**config.mk**
```make
export PLATFORM = sky130hd
export DESIGN_NAME = asc_core
export DESIGN_NICKNAME = d
export VERILOG_FILES = /design/src/common/asc_pkg.sv /design/src/hdl/asc_fifo.sv /design/src/hdl/asc_core.sv
export VERILOG_INCLUDE_DIRS = /design/src /design/src/common
export SDC_FILE = /design/constraint.sdc
export NUM_CORES = 1
export LEC_CHECK = 0
export ABC_CLOCK_PERIOD_IN_PS = 7600
export BUFFER_PORTS_ARGS = -buffer_cell sky130_fd_sc_hd__buf_2
export CORE_ASPECT_RATIO = 0.8
export CORE_MARGIN = 1.5
export CORE_UTILIZATION = 57
export CTS_CLUSTER_SIZE = 28
export DETAILED_ROUTE_END_ITERATION = 6
export HOLD_SLACK_MARGIN = 0.02
export PLACE_DENSITY = 0.77
export SYNTH_ARGS = -nofsm -noshare
export SYNTH_HDL_FRONTEND = slang
export SYNTH_HIERARCHICAL = 1
export SYNTH_SLANG_ARGS = --single-unit
```
**constraint.sdc**
```tcl
create_clock -name ref_clk -period 7.6 [get_ports ref_clk]
set_input_delay 0.76 -clock ref_clk [delete_from_list [all_inputs] [get_ports ref_clk]]
set_output_delay 0.76 -clock ref_clk [all_outputs]
set_load 0.02 [all_outputs]
```
**src/common/asc_defines.svh**
```systemverilog
`ifndef ASC_DEFINES_SVH
`define ASC_DEFINES_SVH
// ==========================================================================
// register byte offsets (apb, one aligned word each)
`define ASC_OFF_CTRL      12'h000
`define ASC_OFF_FORMAT    12'h004
`define ASC_OFF_PTRS      12'h008
`define ASC_OFF_COUNT     12'h00c
`define ASC_OFF_TIPHASE   12'h010
`define ASC_OFF_TPERIOD   12'h014
`define ASC_OFF_START     12'h018
`define ASC_OFF_STATUS    12'h01c
`define ASC_OFF_VCFG0     12'h020
`define ASC_OFF_VCFG1     12'h024
`define ASC_OFF_RES0      12'h040
`define ASC_OFF_RES1      12'h044
`define ASC_OFF_FLOAT     12'h080
// ==========================================================================
// group control field positions
`define ASC_CTRL_TRIG_SEL 1
`define ASC_CTRL_END_IRQ  4
`define ASC_CTRL_SCAN_MODE_FIELD   5
`define ASC_CTRL_SW_EN    6
// format control: addition count code in bits 1:0 (0 none, 1 four)
`define ASC_FMT_ADD_LSB   0
// ==========================================================================
// timer unit 25 ns against a 10 ns clock: ticks come from a nanosecond carry
`define ASC_TICK_NS       25
`define ASC_CLK_NS        10
// conversion time of the stand-in converter, cycles
`define ASC_CONV_CYC      8'h10
// reset values
`define ASC_RST_CTRL      8'h00
`define ASC_RST_PERIOD    16'h0fa0
`define ASC_VCHANS        2
`define ASC_FIFO_DEPTH    32
`endif

```
**src/common/asc_pkg.sv**
```systemverilog
package asc_pkg;
    // scan sequencer states, one-hot
    typedef enum logic [3:0] {
        ASC_IDLE = 4'b0001,
        ASC_CONV = 4'b0010,
        ASC_NEXT = 4'b0100,
        ASC_DONE = 4'b1000
    } asc_state_t;
    typedef logic [31:0] asc_word_t;
endpackage

```
**src/hdl/asc_fifo.sv**
```systemverilog
`timescale 1ns/100ps
// ==========================================================================
// result fifo: flop storage, valid/ready on both sides
module asc_fifo #(
    parameter int WIDTH = 32,
    parameter int DEPTH = 32
) (
    input  wire logic             clk,
    input  wire logic             rst,
    input  wire logic [WIDTH-1:0] in_data,
    input  wire logic             in_valid,
    output logic                  in_ready,
    output logic      [WIDTH-1:0] out_data,
    output logic                  out_valid,
    input  wire logic             out_ready
);
    localparam int AW = $clog2(DEPTH);
    logic [WIDTH-1:0] mem [DEPTH];   // storage
    logic [AW-1:0]    wr_ptr;        // write index
    logic [AW-1:0]    rd_ptr;        // read index
    logic [AW:0]      fill;          // word count
    wire              push = in_valid && in_ready;
    wire              pop  = out_valid && out_ready;

    // room while the count is below depth; an empty fifo must accept
    assign in_ready  = (fill < (AW+1)'(DEPTH));
    assign out_valid = (fill != '0);
    assign out_data  = mem[rd_ptr];

    // pointers and count; fill tracks both sides at once
    always_ff @(posedge clk) begin
        if (rst) begin
            wr_ptr <= '0;
            rd_ptr <= '0;
            fill   <= '0;
        end else begin
            if (push) begin
                mem[wr_ptr] <= in_data;
                wr_ptr      <= wr_ptr + 1'b1;
            end
            if (pop) begin
                rd_ptr <= rd_ptr + 1'b1;
            end
            fill <= fill + (AW+1)'(push) - (AW+1)'(pop);
        end
    end
endmodule

```
**src/hdl/asc_core.sv**
```systemverilog
// Implementation choices: the register offsets and register access over APB.
`timescale 1ns/100ps
`include "asc_defines.svh"
// Summary of operation
// RL1: timer expiry restarts group every period
// RL2: timer counts in 25 ns units
// RL3: load phase, count down, reload period
// RL4: group three end event requests dma
// RL5: end irq pulses once per group scan
// RL6: float window returns converted result
// RL7: dma reads fixed float port 256 times
// RL8: dma handler clears and re-arms channel
// RL9: addition mode converts channel repeatedly, sums
// RL10: format control selects addition count
// RL11: scan count zero runs once then stops
// RL12: channels scanned from start to end pointer
// RL13: control selects timer or software start
// RL14: software start launches; irq after additions
// RL15: channel config selects physical channel
// RL16: each conversion overwrites channel result
// RL17: sum result wide enough, fourteen bits
module asc_core (
    input  wire logic             ref_clk,
    input  wire logic             rst,
    input  wire logic             psel,
    input  wire logic             penable,
    input  wire logic             pwrite,
    input  wire logic [11:0]      paddr,
    input  wire asc_pkg::asc_word_t pwdata,
    output asc_pkg::asc_word_t    prdata,
    output logic                  pready,
    output logic                  pslverr,
    input  wire logic [11:0]      conv_sample,
    output logic [3:0]            conv_channel,
    output logic                  group_three_scan_end_irq,
    output logic                  group_three_end_output,
    output asc_pkg::asc_word_t    float_result_port,
    output logic                  float_valid,
    input  wire logic             float_ready
);
    import asc_pkg::*;

    // ======================================================================
    // functions
    // signed integer to ieee single, zero maps to zero
    function automatic logic [31:0] to_float(input logic [13:0] v);
        logic [13:0] mag;
        logic [4:0]  msb;
        logic [31:0] res;
        mag = v[13] ? 14'(-v) : v;
        msb = 5'h00;
        for (int i = 0; i < 14; i++) begin
            if (mag[i]) msb = 5'(i);
        end
        res = {v[13], 8'(8'h7f + msb), 23'((32'(mag) << (23 - msb)))};
        if (mag == 14'h0000) res = 32'h0000_0000;
        return res;
    endfunction

    // ======================================================================
    // registers
    logic [7:0]  group_three_control;        // group control
    logic [7:0]  format_and_addition_ctrl;   // format/addition
    logic [15:0] group_pointers;             // end in 15:8, start in 7:0
    logic [7:0]  group_three_scan_count;     // extra scans
    logic [15:0] timer_initial_phase;        // 25 ns units
    logic [15:0] timer_period;               // 25 ns units
    logic [31:0] vchan_config [`ASC_VCHANS]; // per-channel config
    logic [13:0] vchan_result [`ASC_VCHANS]; // sum-wide results
    logic        timer_run;                  // timer started
    asc_state_t  state;
    asc_state_t  next_state;

    // ======================================================================
    // apb decode: zero-wait, pslverr above ASC_OFF_VCFG1 except the result and float offsets
    wire         acc      = psel && penable;
    wire         wr       = acc && pwrite;
    wire         rd_float = acc && !pwrite && paddr == `ASC_OFF_FLOAT;
    wire         hit_cfg  = paddr <= `ASC_OFF_VCFG1 || paddr == `ASC_OFF_RES0
                            || paddr == `ASC_OFF_RES1 || paddr == `ASC_OFF_FLOAT;
    wire         ctl_timer = group_three_control[`ASC_CTRL_TRIG_SEL];       // RL13
    wire         ctl_sw    = group_three_control[`ASC_CTRL_SW_EN];          // RL13
    wire         ctl_irq   = group_three_control[`ASC_CTRL_END_IRQ];
    wire  [1:0]  add_code  = format_and_addition_ctrl[`ASC_FMT_ADD_LSB +: 2];
    wire  [2:0]  add_total = (add_code == 2'h1) ? 3'h4 : 3'h1;             // RL10
    wire  [7:0]  ptr_start = group_pointers[7:0];
    wire  [7:0]  ptr_end   = group_pointers[15:8];
    assign pready  = 1'b1;
    assign pslverr = acc && !hit_cfg;

    // read mux
    always_comb begin
        prdata = 32'h0000_0000;
        case (paddr)
            `ASC_OFF_CTRL:    prdata = {24'h0, group_three_control};
            `ASC_OFF_FORMAT:  prdata = {24'h0, format_and_addition_ctrl};
            `ASC_OFF_PTRS:    prdata = {16'h0, group_pointers};
            `ASC_OFF_COUNT:   prdata = {24'h0, group_three_scan_count};
            `ASC_OFF_TIPHASE: prdata = {16'h0, timer_initial_phase};
            `ASC_OFF_TPERIOD: prdata = {16'h0, timer_period};
            `ASC_OFF_STATUS:  prdata = {28'h0, state};
            `ASC_OFF_VCFG0:   prdata = vchan_config[0];
            `ASC_OFF_VCFG1:   prdata = vchan_config[1];
            `ASC_OFF_RES0:    prdata = {18'h0, vchan_result[0]};
            `ASC_OFF_RES1:    prdata = {18'h0, vchan_result[1]};
            `ASC_OFF_FLOAT:   prdata = to_float(vchan_result[0]);      // RL6
            default:          prdata = 32'h0000_0000;
        endcase
    end

    // register writes; start register bit 0 = sw start, bit 1 = timer run
    wire sw_start = wr && paddr == `ASC_OFF_START && pwdata[0] && ctl_sw;   // RL14
    always_ff @(posedge ref_clk) begin
        if (rst) begin
            group_three_control      <= `ASC_RST_CTRL;
            format_and_addition_ctrl <= 8'h00;
            group_pointers           <= 16'h0000;
            group_three_scan_count   <= 8'h00;
            timer_initial_phase      <= 16'h0001;
            timer_period             <= `ASC_RST_PERIOD;
            timer_run                <= 1'b0;
            vchan_config[0]          <= 32'h0000_0000;
            vchan_config[1]          <= 32'h0000_0000;
        end else if (wr) begin
            case (paddr)
                `ASC_OFF_CTRL:    group_three_control      <= pwdata[7:0];
                `ASC_OFF_FORMAT:  format_and_addition_ctrl <= pwdata[7:0];
                `ASC_OFF_PTRS:    group_pointers           <= pwdata[15:0];
                `ASC_OFF_COUNT:   group_three_scan_count   <= pwdata[7:0];
                `ASC_OFF_TIPHASE: timer_initial_phase      <= pwdata[15:0];
                `ASC_OFF_TPERIOD: timer_period             <= pwdata[15:0];
                `ASC_OFF_START:   timer_run                <= pwdata[1];
                `ASC_OFF_VCFG0:   vchan_config[0]          <= pwdata;
                `ASC_OFF_VCFG1:   vchan_config[1]          <= pwdata;
                default:          timer_run                <= timer_run;
            endcase
        end
    end

    // ======================================================================
    // interval timer: 25 ns tick from a fractional divider, down counter of ticks
    // 25 ns is not a whole number of clocks, so ticks alternate 3 and 2 cycles
    // apart; the carry keeps the average exact, so long periods do not drift
    logic [5:0]  tick_ns;      // nanoseconds carried toward the next tick
    logic [15:0] tmr_cnt;      // remaining ticks
    logic        tmr_armed;    // phase loaded
    logic        tmr_trig;     // one-cycle expiry
    wire  [5:0]  ns_sum = tick_ns + 6'(`ASC_CLK_NS);
    wire         tick   = ns_sum >= 6'(`ASC_TICK_NS);                       // RL2
    always_ff @(posedge ref_clk) begin
        if (rst || !timer_run || !ctl_timer) begin
            tick_ns   <= 6'h00;
            tmr_cnt   <= 16'h0000;
            tmr_armed <= 1'b0;
            tmr_trig  <= 1'b0;
        end else begin
            tick_ns <= tick ? ns_sum - 6'(`ASC_TICK_NS) : ns_sum;           // RL2
            tmr_trig <= 1'b0;
            if (!tmr_armed) begin
                tmr_cnt   <= timer_initial_phase;                          // RL3
                tmr_armed <= 1'b1;
            end else if (tick) begin
                if (tmr_cnt <= 16'h0001) begin
                    tmr_cnt  <= timer_period;                              // RL3
                    tmr_trig <= 1'b1;                                      // RL1
                end else begin
                    tmr_cnt <= tmr_cnt - 16'h0001;
                end
            end
        end
    end

    // ======================================================================
    // scan sequencer
    logic [7:0]  vch;          // current virtual channel
    logic [2:0]  add_done;     // conversions summed so far
    logic [7:0]  scans_done;   // completed scans
    logic [7:0]  conv_cnt;     // conversion timer
    logic [13:0] acc_sum;      // running sum
    wire         start_req = sw_start || (tmr_trig && ctl_timer);          // RL13
    wire         conv_end  = state == ASC_CONV && conv_cnt == `ASC_CONV_CYC;
    wire         last_add  = add_done + 3'h1 == add_total;
    wire         last_vch  = vch >= ptr_end;
    wire         last_scan = scans_done >= group_three_scan_count;          // RL11
    wire  [13:0] sample_x  = {{2{conv_sample[11]}}, conv_sample};          // RL17
    wire  [0:0]  vsel      = vch[0];
    assign conv_channel = vchan_config[vsel][3:0];                         // RL15

    always_comb begin
        next_state = state;
        case (state)
            ASC_IDLE: next_state = start_req ? ASC_CONV : ASC_IDLE;
            ASC_CONV: next_state = (conv_end && last_add) ? ASC_NEXT : ASC_CONV;
            ASC_NEXT: next_state = (last_vch && last_scan) ? ASC_DONE : ASC_CONV;
            ASC_DONE: next_state = ASC_IDLE;
            default:  next_state = ASC_IDLE;
        endcase
    end

    always_ff @(posedge ref_clk) begin
        if (rst) begin
            state      <= ASC_IDLE;
            vch        <= 8'h00;
            add_done   <= 3'h0;
            scans_done <= 8'h00;
            conv_cnt   <= 8'h00;
            acc_sum    <= 14'h0000;
        end else begin
            state <= next_state;
            case (state)
                ASC_IDLE: begin
                    vch        <= ptr_start;                              // RL12
                    scans_done <= 8'h00;
                    add_done   <= 3'h0;
                    conv_cnt   <= 8'h00;
                    acc_sum    <= 14'h0000;
                end
                ASC_CONV: begin
                    conv_cnt <= conv_end ? 8'h00 : conv_cnt + 8'h01;
                    if (conv_end) begin
                        acc_sum  <= last_add ? 14'h0000 : acc_sum + sample_x; // RL9
                        add_done <= last_add ? 3'h0 : add_done + 3'h1;
                    end
                end
                ASC_NEXT: begin
                    if (last_vch) begin
                        vch        <= ptr_start;
                        scans_done <= scans_done + 8'h01;
                    end else begin
                        vch <= vch + 8'h01;                               // RL12
                    end
                end
                default: vch <= vch;
            endcase
        end
    end

    // results overwritten on every channel completion
    always_ff @(posedge ref_clk) begin
        if (rst) begin
            vchan_result[0] <= 14'h0000;
            vchan_result[1] <= 14'h0000;
        end else if (conv_end && last_add) begin
            vchan_result[vsel] <= acc_sum + sample_x;                       // RL16
        end
    end

    // end event pulses: group end, one per completed group scan
    always_ff @(posedge ref_clk) begin
        if (rst) begin
            group_three_scan_end_irq <= 1'b0;
            group_three_end_output   <= 1'b0;
        end else begin
            group_three_scan_end_irq <= state == ASC_DONE && ctl_irq;       // RL5 RL14
            group_three_end_output   <= state == ASC_DONE;                 // RL4
        end
    end

    // ======================================================================
    // float result fifo: dma side drains; a full fifo drops the sample,
    // since the converter cannot be stalled mid-period
    logic push_pend;
    always_ff @(posedge ref_clk) begin
        if (rst) push_pend <= 1'b0;
        else     push_pend <= state == ASC_DONE;
    end
    asc_fifo #(.WIDTH(32), .DEPTH(`ASC_FIFO_DEPTH)) u_fifo (
        .clk       (ref_clk),
        .rst       (rst),
        .in_data   (to_float(vchan_result[ptr_start[0]])),                 // RL6
        .in_valid  (push_pend),
        .in_ready  (),
        .out_data  (float_result_port),
        .out_valid (float_valid),
        .out_ready (float_ready)                                           // RL7
    );

    // ======================================================================
    // assertions
    property p_irq_after_done; // RL5
        @(posedge ref_clk) disable iff (rst)
        (state == ASC_DONE && ctl_irq) |=> group_three_scan_end_irq;
    endproperty
    a_irq_after_done: assert property (p_irq_after_done) else $error("irq missing"); // RL5
    property p_end_pulse; // RL4
        @(posedge ref_clk) disable iff (rst)
        group_three_end_output |=> !group_three_end_output;
    endproperty
    a_end_pulse: assert property (p_end_pulse) else $error("end not a pulse"); // RL4
    property p_timer_start; // RL1
        @(posedge ref_clk) disable iff (rst)
        (tmr_trig && ctl_timer && state == ASC_IDLE) |=> state == ASC_CONV;
    endproperty
    a_timer_start: assert property (p_timer_start) else $error("timer start lost"); // RL1
    property p_reload; // RL3
        @(posedge ref_clk) disable iff (rst)
        tmr_trig |-> tmr_cnt == timer_period;
    endproperty
    a_reload: assert property (p_reload) else $error("no reload"); // RL3
    property p_sw_start; // RL14
        @(posedge ref_clk) disable iff (rst)
        (sw_start && state == ASC_IDLE) |=> state == ASC_CONV;
    endproperty
    a_sw_start: assert property (p_sw_start) else $error("sw start lost"); // RL14
    property p_once; // RL11
        @(posedge ref_clk) disable iff (rst)
        (state == ASC_NEXT && last_vch && group_three_scan_count == 8'h00) |=> state == ASC_DONE;
    endproperty
    a_once: assert property (p_once) else $error("extra scan"); // RL11
    property p_order; // RL12
        @(posedge ref_clk) disable iff (rst)
        (state == ASC_NEXT && !last_vch) |=> vch == $past(vch) + 8'h01;
    endproperty
    a_order: assert property (p_order) else $error("channel order"); // RL12
    property p_result; // RL16
        @(posedge ref_clk) disable iff (rst)
        (conv_end && last_add) |=> vchan_result[$past(vsel)] == $past(acc_sum) + $past(sample_x);
    endproperty
    a_result: assert property (p_result) else $error("result stale"); // RL16
    property p_tick; // RL2
        @(posedge ref_clk) disable iff (rst || !timer_run || !ctl_timer)
        tick |=> !tick ##[1:2] tick;
    endproperty
    a_tick: assert property (p_tick) else $error("tick rate"); // RL2
    c_sw_scan: cover property (@(posedge ref_clk) sw_start ##[1:200] group_three_end_output);
    c_timer_scan: cover property (@(posedge ref_clk) tmr_trig ##[1:200] group_three_scan_end_irq);
    c_float_read: cover property (@(posedge ref_clk) rd_float);
endmodule

```
==> flow_summary.toml <==
[status]
run_status = "finished, violations left"
violations = "design-rule violations"

[sta]
final.hold.worst_slack_ps = 346
fin_crit_ps = 5750
finalCritPeriodShare_pct = 75.7
setup_tns_ps = 0
unrepaired_setup_endpoints_after_global_routing = "false"
skew_final_ps = 25.0
layout_setup_ws_ps = 1850
timing.final.setup_violations = 0
timing.fmax_ghz = 0.174
hold_viol = 0
max_transition_viols_final = 0
timing.slew.headroom_pct = 14.8
worst_pin_slew_ps = 1280

[setup_path]
cp-end-kind = "output pin"
worstReg2RegStart = "vchan_result[0][0]"
timing_worst_setup_path_type = "flop to output pin"
critical_path.cell_chain = "inv_1 > ha_1 > or4b_4 > o21ai_1 > xnor2_1 > o31ai_1 > o31ai_4 > inv_2 > mux2i_1 > nor3_1 > a211o_1 > buf_2"
crit_start = "vchan_result[0][0]"
critPathLaunchType = "flop"
cp.buffers_inverters = 3
crit_required_ps = 6840
cp_max_fo = 24
crit_path_top_delay_cell = "o31ai_4"
critPathTopFamily = "compound AO/OA/AOI/OAI gates"
cp.arrival_ps = 4990
cpPeakStageDelay_ps = 920

[pwr]
irDropWorstVdd_mv = 0.189
power.total_mw = 15.4
cellLeakagePower_nw = 20.3
power_density_mw_per_mm2 = 247

[clock_tree]
cts_setup_buffers = 0
tritoncts = "done"
post_cts_hold_buffer_count = 0
cts_made_buffers = 117
h_tree_level_count = 3
cts_sinks = 1283
clk_latency_ps = 710
post_cts_sizing_count = 0
cts.clk_slew.worst_paths_ps = 60
max-clock-path-buffers = 3
clock_tree.root_cell = "clkbuf_16"

[placed_design]
detailedPlace.worstSlack_ps = 2140
port_buffers = 133
finalWeightedCongestion = 0.900
post-dp-hpwl_um = 80200
placed_cells_incl_taps = 5316
post_dp_cell_area_mm2 = 0.0583

[drt]
firstDrtPassIters = 7
vias_per_cell = 6.21
drt_iter0_markers = 4630
drc = 8
route.antenna.remaining_nets = 0
drt-wirelength-per-cell_um = 25.7
vias = 34400
postRouteWirelength_um = 142000

[synth]
synth.avg_cell_area_um2 = 14.9
syn_area_mm2 = 0.0547
asyncSetResetFlopFracSynth_pct = 0
synth_ff_type = "edfxtp_1"
post-synth-top-count-cell = "edfxtp_1"
ys_top_cells_by_area = "edfxtp_1, dfxtp_1, mux4_2"
share_of_the_yosys_chip_area_belonging_to_registers_pct = 67.4
number_of_distinct_library_cells_after_synthesis = 107
synth_top_cell_by_area = "edfxtp_1"
yosys_warnings = 6
edff_count_synth = 1116
ys_ff_latch = 1283
ys_top_cells_by_count = "edfxtp_1, nor2_1, mux2_2"
syn_inst = 3684
yosys.area.top_type_share_pct = 61.3

[global_routing]
grt_first_pass_wirelength_um = 208000
grt_pass1_vias = 33200
grt_start_max_net_pins = 164
overflow = 0
grt.total_usage_pct = 28.9
grt_antenna_before_repair = 2

[floorplanning]
num_io_pins = 135
chipWidth_um = 349
chipHeight_um = 280
fp.coreArea_mm2 = 0.0950
die_area_mm2 = 0.0979
placement_row_count = 101
starting_density_of_the_core_pct = 57.6

[cells_and_area]
fillerInstances = 6585
drive_above_1_share_pct = 19.5
final_core_density_pct = 65.5
stdcell_count = 5537
area_growth_syn_to_layout_pct = 13.7
finish.instance_area_mm2 = 0.0622
antenna_cells_inserted = 0
nNetsFinal = 4270

[job]
timing.max_cap.violations = 0

[worst_hold_path]
min-delay-start = "pwdata[11]"
hp-class = "input pin to flop"
[routing by layer]
metal,GRT usage (%),part of all wire [%]
met2,44.5,46
met4,8.73,2.7
met1,41.3,40
met5,0,0
met3,6.53,12
[report_power, final]
part | internal, mW | switching (mW) | total (mW)
clock | 3.43 | 2.59 | 6.02
combinational | 0.552 | 0.989 | 1.54
sequential | 7.76 | 0.0696 | 7.83
[flip-flops by register name, summed over array words and instances, names as in the netlist, 14 cells and up, named ones only]
signal	count
timer_period	16
vchan_result	28
vchan_config	64
tmr_cnt	16
timer_initial_phase	16
acc_sum	14
u_fifo/mem	1024
group_pointers	16
[cells in the final DEF (no fill, tap or decap), types with 27 or more instances in the layout]
cell and count:
dfxtp_1 165, buf_2 132, edfxtp_1 1116, and2_1 46, nand2_1 188, xnor2_1 33
mux2_2 200, conb_1 353, mux4_2 128, xor2_1 37, buf_4 74, a21oi_1 124
nor3_1 94, a22o_1 74, inv_1 57, o22ai_1 67, nor2_4 35, clkinv_2 27
nor2b_1 75, ha_1 58, a211oi_1 78, or4_1 35, o21ai_0 118, nand3_1 43
clkbuf_16 119, nor2_1 216, a22oi_1 44, mux2i_1 60
[path summary, 6_finish.rpt]
check	endpoint	slack [ps]	cells past startpoint
setup / recovery	prdata[15]	1850	12
hold reg to reg	group_three_control[5]	460	2
hold / removal	timer_period[11]	350	3
setup reg to reg	u_fifo/mem[16][21]	2000	14
[worst reg2reg max path, stage by stage, from the launching register on]
cell and delay, ps:
edfxtp_1 670, inv_1 170, o21ai_0 440, inv_1 180
ha_1 310, nor4b_1 180, a31oi_1 270, o21ai_0 160
xnor2_1 420, o311ai_0 240, buf_4 240, nor4_1 820
nor4_1 210, a32o_1 310, a211o_1 590
[kinds of logic (layout without fill, tap and decap cells)]
logic type      Yosys count  count (layout)  share of synthesized area (%)
other cells               2             353                         0.0137
fa+ha+maj                60              60                           1.40
mux                     391             391                           10.6
flops                  1283            1283                           67.4
xor+xnor                 70              70                           1.12
compound gates          706             706                           8.99
simple gates            896             896                           8.30
buf+inv                 276             491                           2.25
[layout make-up]
cell class                      instances  area (µm²)  share of cell area, %
Tap cell                             1287        1610                   2.59
Clock inverter                         87         882                   1.42
Multi-Input combinational cell       2476       18300                   29.4
Sequential cell                      1283       36900                   59.2
Timing Repair Buffer                  210        1300                   2.08
Clock buffer                          134        3050                   4.91
Inverter                               60         228                  0.366
Power figures use the tool's default switching activity.
